==> config.mk <==
export PLATFORM = sky130hd
export DESIGN_NAME = adrm_result_monitor
export DESIGN_NICKNAME = d
export VERILOG_FILES = /design/src/verilog/adrm_pkg.sv /design/src/verilog/adrm_monitor.sv /design/src/verilog/adrm_result_monitor.sv
export SDC_FILE = /design/constraint.sdc
export NUM_CORES = 1
export LEC_CHECK = 0
export ABC_CLOCK_PERIOD_IN_PS = 2900
export BUFFER_PORTS_ARGS = -buffer_cell sky130_fd_sc_hd__buf_4
export CORE_MARGIN = 4
export CORE_UTILIZATION = 55
export CTS_CLUSTER_DIAMETER = 80
export CTS_CLUSTER_SIZE = 8
export DETAILED_ROUTE_END_ITERATION = 8
export PLACE_DENSITY = 0.79
export RECOVER_POWER = 25
export SLEW_MARGIN = 0
export SYNTH_ARGS = -nofsm -noshare
export SYNTH_HDL_FRONTEND = slang
export SYNTH_SLANG_ARGS = --single-unit
==> constraint.sdc <==
create_clock -name clk -period 2.9 [get_ports clk]
set_input_delay 0.29 -clock clk [delete_from_list [all_inputs] [get_ports clk]]
set_output_delay 0.29 -clock clk [all_outputs]
set_load 0.02 [all_outputs]
==> src/verilog/adrm_pkg.sv <==
// Package of constants and carrier types for the converter result monitor.
package adrm_pkg;

    // ------------------------------------------------------------------
    // Sizes
    // ------------------------------------------------------------------
    localparam int ADDR_W    = 8;
    localparam int DATA_W    = 32;
    localparam int VAL_W     = 12;
    localparam int NUM_MON   = 2;
    localparam int NUM_RES   = 2;
    localparam int IDX_W     = 4;

    // ------------------------------------------------------------------
    // Register offsets
    // ------------------------------------------------------------------
    localparam logic [ADDR_W-1:0] OFS_CTRL0  = 8'h00;
    localparam logic [ADDR_W-1:0] OFS_CTRL1  = 8'h04;
    localparam logic [ADDR_W-1:0] OFS_THR0   = 8'h08;
    localparam logic [ADDR_W-1:0] OFS_THR1   = 8'h0c;
    localparam logic [ADDR_W-1:0] OFS_RES0   = 8'h10;
    localparam logic [ADDR_W-1:0] OFS_RES1   = 8'h14;
    localparam logic [ADDR_W-1:0] OFS_STATUS = 8'h18;
    localparam logic [ADDR_W-1:0] OFS_MASK   = 8'h1c;
    localparam logic [ADDR_W-1:0] OFS_STEP   = 8'h04;

    // ------------------------------------------------------------------
    // Field positions and reset values
    // ------------------------------------------------------------------
    localparam int POS_COUNT   = 8;
    localparam int POS_ENABLE  = 7;
    localparam int POS_DIR     = 4;
    localparam int POS_SELECT  = 0;
    localparam int POS_VALUE   = 4;
    localparam int POS_OVERRUN = 1;
    localparam int POS_STORED  = 0;
    localparam logic [DATA_W-1:0] RST_WORD = 32'h0000_0000;

    // ------------------------------------------------------------------
    // Carrier types
    // ------------------------------------------------------------------
    typedef struct packed {
        logic [3:0]       count;
        logic             enable;
        logic             dir;
        logic [IDX_W-1:0] sel;
    } adrm_ctrl_t;

    typedef struct packed {
        logic             valid;
        logic [IDX_W-1:0] index;
        logic [VAL_W-1:0] value;
    } adrm_result_t;

endpackage

==> src/verilog/adrm_monitor.sv <==
// One threshold monitor with a consecutive-match counter.
`timescale 1ns/1ps
`default_nettype none
module adrm_monitor (
    input  wire logic                            clk,
    input  wire logic                            arst_n,
    input  wire adrm_pkg::adrm_ctrl_t            cfg,
    input  wire logic [adrm_pkg::VAL_W-1:0]      threshold,
    input  wire logic                            sampleValid,
    input  wire logic [adrm_pkg::VAL_W-1:0]      sampleValue,
    output var  logic                            matchPulse
);
    import adrm_pkg::*;

    logic [3:0] runReg;
    logic [3:0] runNext;
    logic       hit;
    logic       doCompare;
    logic       decide;

    // ------------------------------------------------------------------
    // Comparison
    // ------------------------------------------------------------------
    assign hit       = cfg.dir ? (sampleValue <= threshold) : (sampleValue >= threshold);
    assign doCompare = cfg.enable && sampleValid;
    assign decide    = doCompare && hit && (runReg >= cfg.count);

    assign runNext = !cfg.enable ? 4'h0 :
                     !doCompare  ? runReg :
                     (!hit || decide) ? 4'h0 : runReg + 4'h1;

    always_ff @(posedge clk or negedge arst_n) begin
        if (!arst_n) begin
            runReg     <= 4'h0;
            matchPulse <= 1'b0;
        end else begin
            runReg     <= runNext;
            matchPulse <= decide;
        end
    end
endmodule
`default_nettype wire

==> src/verilog/adrm_result_monitor.sv <==
// Result registers, threshold monitors and register port of the converter unit.
`timescale 1ns/1ps
`default_nettype none
module adrm_result_monitor (
    input  wire logic                             clk,
    input  wire logic                             arst_n,
    input  wire logic [adrm_pkg::ADDR_W-1:0]      addr,
    input  wire logic [adrm_pkg::DATA_W-1:0]      wrData,
    input  wire logic                             wrStb,
    input  wire logic                             rdStb,
    output var  logic [adrm_pkg::DATA_W-1:0]      rdData,
    input  wire adrm_pkg::adrm_result_t           result,
    output wire logic [adrm_pkg::NUM_MON-1:0]     monitor_match_irq,
    output wire logic                             irq
);
    import adrm_pkg::*;

    // ------------------------------------------------------------------
    // Elaboration check
    // ------------------------------------------------------------------
    if (NUM_MON != 2 || NUM_RES != 2) begin : g_size_check
        $error("read port serves exactly two monitors and two result registers");
    end

    // ------------------------------------------------------------------
    // Decoding
    // ------------------------------------------------------------------
    function automatic logic hits(input logic [ADDR_W-1:0] a, input logic [ADDR_W-1:0] ofs);
        hits = (a == ofs);
    endfunction

    function automatic logic [DATA_W-1:0] ctrlWord(input adrm_ctrl_t c);
        ctrlWord = RST_WORD;
        ctrlWord[POS_COUNT +: 4]      = c.count;
        ctrlWord[POS_ENABLE]          = c.enable;
        ctrlWord[POS_DIR]             = c.dir;
        ctrlWord[POS_SELECT +: IDX_W] = c.sel;
    endfunction

    function automatic logic [DATA_W-1:0] valWord(input logic [VAL_W-1:0] v);
        valWord = RST_WORD;
        valWord[POS_VALUE +: VAL_W] = v;
    endfunction

    adrm_ctrl_t                  ctrlReg   [NUM_MON];
    logic [VAL_W-1:0]            thrReg    [NUM_MON];
    logic [VAL_W-1:0]            valueReg  [NUM_RES];
    logic [NUM_RES-1:0]          storedReg;
    logic [NUM_RES-1:0]          overrunReg;
    logic [NUM_RES-1:0]          storeHit;
    logic [NUM_RES-1:0]          readClr;
    logic [NUM_MON-1:0]          ctrlWr;
    logic [NUM_MON-1:0]          thrWr;
    logic [NUM_MON-1:0]          sampleValid;
    logic [NUM_MON-1:0]          statusReg;
    logic [NUM_MON-1:0]          statusNext;
    logic [NUM_MON-1:0]          maskReg;
    logic                        statusRd;
    logic                        maskWr;
    logic [DATA_W-1:0]           rdMux;
    logic [DATA_W-1:0]           rdNext;

    assign statusRd = rdStb && hits(addr, OFS_STATUS);
    assign maskWr   = wrStb && hits(addr, OFS_MASK);

    // ------------------------------------------------------------------
    // Conversion result registers
    // ------------------------------------------------------------------
    genvar r;
    generate
        for (r = 0; r < NUM_RES; r++) begin : g_res
            assign storeHit[r] = result.valid && (result.index == IDX_W'(r));
            assign readClr[r]  = rdStb && hits(addr, OFS_RES0 + ADDR_W'(r) * OFS_STEP);

            always_ff @(posedge clk or negedge arst_n) begin
                if (!arst_n) begin
                    valueReg[r]   <= '0;
                    storedReg[r]  <= 1'b0;
                    overrunReg[r] <= 1'b0;
                end else begin
                    if (storeHit[r]) begin
                        valueReg[r] <= result.value;
                    end
                    storedReg[r]  <= storeHit[r] | (storedReg[r] & ~readClr[r]);
                    overrunReg[r] <= (storeHit[r] & storedReg[r] & ~readClr[r])
                                   | (overrunReg[r] & ~readClr[r]);
                end
            end

        end
    endgenerate

    // ------------------------------------------------------------------
    // Monitors and their configuration
    // ------------------------------------------------------------------
    genvar m;
    generate
        for (m = 0; m < NUM_MON; m++) begin : g_mon
            assign ctrlWr[m] = wrStb && hits(addr, OFS_CTRL0 + ADDR_W'(m) * OFS_STEP);
            assign thrWr[m]  = wrStb && hits(addr, OFS_THR0 + ADDR_W'(m) * OFS_STEP);
            assign sampleValid[m] = result.valid && (result.index == ctrlReg[m].sel)
                                  && (ctrlReg[m].sel < IDX_W'(NUM_RES));

            always_ff @(posedge clk or negedge arst_n) begin
                if (!arst_n) begin
                    ctrlReg[m] <= '0;
                    thrReg[m]  <= '0;
                end else begin
                    if (ctrlWr[m]) begin
                        ctrlReg[m] <= '{count:  wrData[POS_COUNT +: 4],
                                        enable: wrData[POS_ENABLE],
                                        dir:    wrData[POS_DIR],
                                        sel:    wrData[POS_SELECT +: IDX_W]};
                    end
                    if (thrWr[m]) begin
                        thrReg[m] <= wrData[POS_VALUE +: VAL_W];
                    end
                end
            end

            adrm_monitor u_mon (
                .clk         (clk),
                .arst_n      (arst_n),
                .cfg         (ctrlReg[m]),
                .threshold   (thrReg[m]),
                .sampleValid (sampleValid[m]),
                .sampleValue (result.value),
                .matchPulse  (monitor_match_irq[m])
            );

        end
    endgenerate

    // ------------------------------------------------------------------
    // Interrupt status and mask
    // ------------------------------------------------------------------
    assign statusNext = monitor_match_irq | (statusReg & ~{NUM_MON{statusRd}});
    assign irq        = |(statusReg & maskReg);

    always_ff @(posedge clk or negedge arst_n) begin
        if (!arst_n) begin
            statusReg <= '0;
            maskReg   <= '0;
        end else begin
            statusReg <= statusNext;
            if (maskWr) begin
                maskReg <= wrData[NUM_MON-1:0];
            end
        end
    end

    // ------------------------------------------------------------------
    // Read port
    // ------------------------------------------------------------------
    assign rdMux = hits(addr, OFS_CTRL0)  ? ctrlWord(ctrlReg[0]) :
                   hits(addr, OFS_CTRL1)  ? ctrlWord(ctrlReg[1]) :
                   hits(addr, OFS_THR0)   ? valWord(thrReg[0]) :
                   hits(addr, OFS_THR1)   ? valWord(thrReg[1]) :
                   hits(addr, OFS_RES0)   ? (valWord(valueReg[0])
                                            | {30'h0, overrunReg[0], storedReg[0]}) :
                   hits(addr, OFS_RES1)   ? (valWord(valueReg[1])
                                            | {30'h0, overrunReg[1], storedReg[1]}) :
                   hits(addr, OFS_STATUS) ? {30'h0, statusReg} :
                   hits(addr, OFS_MASK)   ? {30'h0, maskReg} : RST_WORD;
    assign rdNext = rdStb ? rdMux : RST_WORD;

    always_ff @(posedge clk or negedge arst_n) begin
        if (!arst_n) begin
            rdData <= RST_WORD;
        end else begin
            rdData <= rdNext;
        end
    end
endmodule
`default_nettype wire
==> flow_summary.toml <==
[die]
die-area_mm2 = 0.0117
die_x_um = 108
fp-row-count = 36
ios = 96
coreArea_mm2 = 0.00977
fp.dieH_um = 108
start_util_pct = 56.3

[sta]
layout_min_cycle_time_ns = 2.36
rsz0062_at_grt = "no"
slew_viol_final = 81
skew_ns = 0.00470
worst_pin_slew_ns = 1.97
finalSetupTns_ns = 0
hold_viol = 0
relSlewSlack_pct = -31.2
clock.fmax_mhz = 424
fin_crit_sh_pct = 81.3
setup-violations-final = 0

[global_route]
gr-total-overflow = 0
grt_max_degree = 81
grt.total_usage_pct = 22.3
antenna_found_initial = 0
grt_pass1_wl_um = 20200
grt_pass1_vias = 4104

[critical_path]
reg2reg_slack_ns = 0.54
critPathKind = "flip-flop to flip-flop"
cp-start-kind = "flip-flop"
worst_path_largest_cell_delay_ns = 0.39
worstPathRequired_ns = 3.18
path_cells = "inv_1 -> ha_1 -> nor2b_1 -> o211ai_1 -> a211oi_1 -> o41a_1 -> o32ai_1 -> nand4_1 -> o21ai_0"
critPathMaxFanout = 3
cp-end-kind = "flip-flop"
worst_ep_arrival_time_ns = 2.64
crit_path_top_delay_cell = "dfrtp_1"

[power]
p_leak_nw = 3.01
switchingPower_uw = 807
p_clk_share_pct = 30.4
p_seq_share_pct = 55.0
p_per_area_mw_per_mm2 = 478
internal_power_mw = 2.18
ir_worst_vdd_v = 0.000271
p_comb_share_pct = 14.6
switching_share_pct = 27.0

[yosys]
ys.flop_type = "dfrtp_1"
synth_top_area_cell = "dfrtp_1"
synth_common_cells = "dfrtp_1, mux2_2, nand2_1, inv_1"
synth-seq-cells = 102
synth_area_mm2 = 0.00551
synth_cells = 514
synthArstFlopShare_pct = 100
ys_warn_count = 0
ys_types = 58
ys_seq_area_share_pct = 46.4
synth_edf_count = 0
synth_most_common_cell = "dfrtp_1"
synthTopCellsByArea = "dfrtp_1, mux2_2, ha_1"
synth_area_per_cell_um2 = 10.7
synth_top_cell_area_share_pct = 46.4

[finish]
finish.utilization_pct = 63.9
final_area_mm2 = 0.00624
final_nets = 676
drive_above_1_share_pct = 27.4
area_growth_pct = 13.4
antenna_cells = 0

[clock_network]
postCtsSetupRepairBufs = 0
cts_max_path_buffers = 2
clkTransAtPathRegs_ns = 0.09
cts_tree = "done"
h-tree-depth = 3
post_cts_resized = 0
ctsHoldBuffers = 0
clkLatencyLatePin_ns = 0.36
clockRootBuffer = "clkbuf_8"
numCtsBuffers = 9
cts.sinks = 102

[detailed_routing]
drt-initial-drc-count = 378
num_vias = 4127
wire_per_inst_um = 17.5
drt.antenna.violating_nets = 0
viasPerCell = 5.75
drc = 0
dr.pass1.iters = 6
drt_wl_total_um = 12600

[min_path]
hp-class = "input pin to flip-flop"

[placement]
gp_congestion = 0.874
dpl_cell_area_mm2 = 0.00606
dp_hpwl_um = 9570
io_buffers = 63

[status]
violations = "capacitance limit, slew limit"
outcome = "complete, but fails checks"

[job]
cap_violations = 1
## power groups by stage
stage	registers, mW	logic [mW]	clock network (mW)
global route	1.66	0.485	0.981
finish	1.64	0.436	0.908
detailed placement	1.66	0.436	0
global placement	1.65	0.411	0
CTS	1.64	0.438	0.917
floorplan	1.64	0.290	0
## per-layer routing
metal | global-route usage (%) | routed length [µm]
met1 | 30.2 | 5470
met2 | 37.4 | 6130
met3 | 3.34 | 826
met4 | 6.58 | 150
met5 | 0 | 0
## state kept, by name, indices dropped and copies added (netlist names)
name	flops
thrReg	24
valueReg	24
ctrlReg	20
rdData	16
g_mon.u_mon.runReg	8
g_mon.u_mon.matchPulse	2
maskReg	2
overrunReg	2
statusReg	2
storedReg	2
## path summary, 6_finish.rpt
path / startpoint / to / cells past startpoint
worst max register to register: thrReg[13]$_DFFE_PN0P_ / g_mon[0].u_mon.runReg[3]$_DFFE_PN0P_ / 9
worst min register to register: g_mon[0].u_mon.matchPulse$_DFF_PN0_ / statusReg[0]$_DFF_PN0_ / 1
min in group asynchronous: arst_n / statusReg[0]$_DFF_PN0_ / 1
worst min-delay path: wrData[14] / thrReg[10]$_DFFE_PN0P_ / 3
worst max-delay path: thrReg[13]$_DFFE_PN0P_ / g_mon[0].u_mon.runReg[3]$_DFFE_PN0P_ / 9
max in group asynchronous: arst_n / valueReg[1]$_DFFE_PN0P_ / 1
## cells in the final DEF, fill, tap and decap left out, types with 17 or more instances in the layout
| master | instances |
|---|---|
| nand2_1 | 42 |
| buf_4 | 70 |
| ha_1 | 34 |
| dfrtp_1 | 102 |
| mux2i_1 | 17 |
| mux2_2 | 54 |
| nor2_1 | 28 |
| a21oi_1 | 21 |
| inv_1 | 36 |
| o21ai_0 | 34 |
## area by class of cell
type,count,area (µm²)
repair buffers,72,534
flip-flops and latches,102,2550
clock buffers,10,138
fillers,772,3530
multi-input cells,360,2660
inverters,36,135
clock inverters,5,60.1
well taps,133,166
## cells by family (layout without fill, tap and decap cells)
family	count (synthesis)	after routing	share of synthesized area, %
buf+inv	67	123	6.16
flops	102	102	46.4
xor+xnor	4	4	0.636
mux	71	71	14.1
compound gates	103	103	12.4
fa+ha+maj	34	34	7.73
simple gates	132	132	12.5
other cells	1	16	0.0681
## worst max-delay path, delay by kind of cell, from the launching register on
family | cells | cell delay, ns
AND/OR/NAND/NOR | 2 | 0.39
adder cells (fa/ha/maj) | 1 | 0.29
flip-flops | 1 | 0.39
buffers and inverters | 1 | 0.06
AO/OA/AOI/OAI | 5 | 1.15
## per-stage QoR
stage	std cells	worst slack (ns)	total power, mW	hold slack (ns)
detailed placement	703	0.582	2.10	0.458
finish	718	0.543	2.98	0.131
floorplan	529	0.829	1.93	-0.00559
global placement	703	0.639	2.06	0.451
CTS	718	0.586	2.99	0.118
global route	718	0.381	3.12	0.128
(Power assumes the default switching activity.)
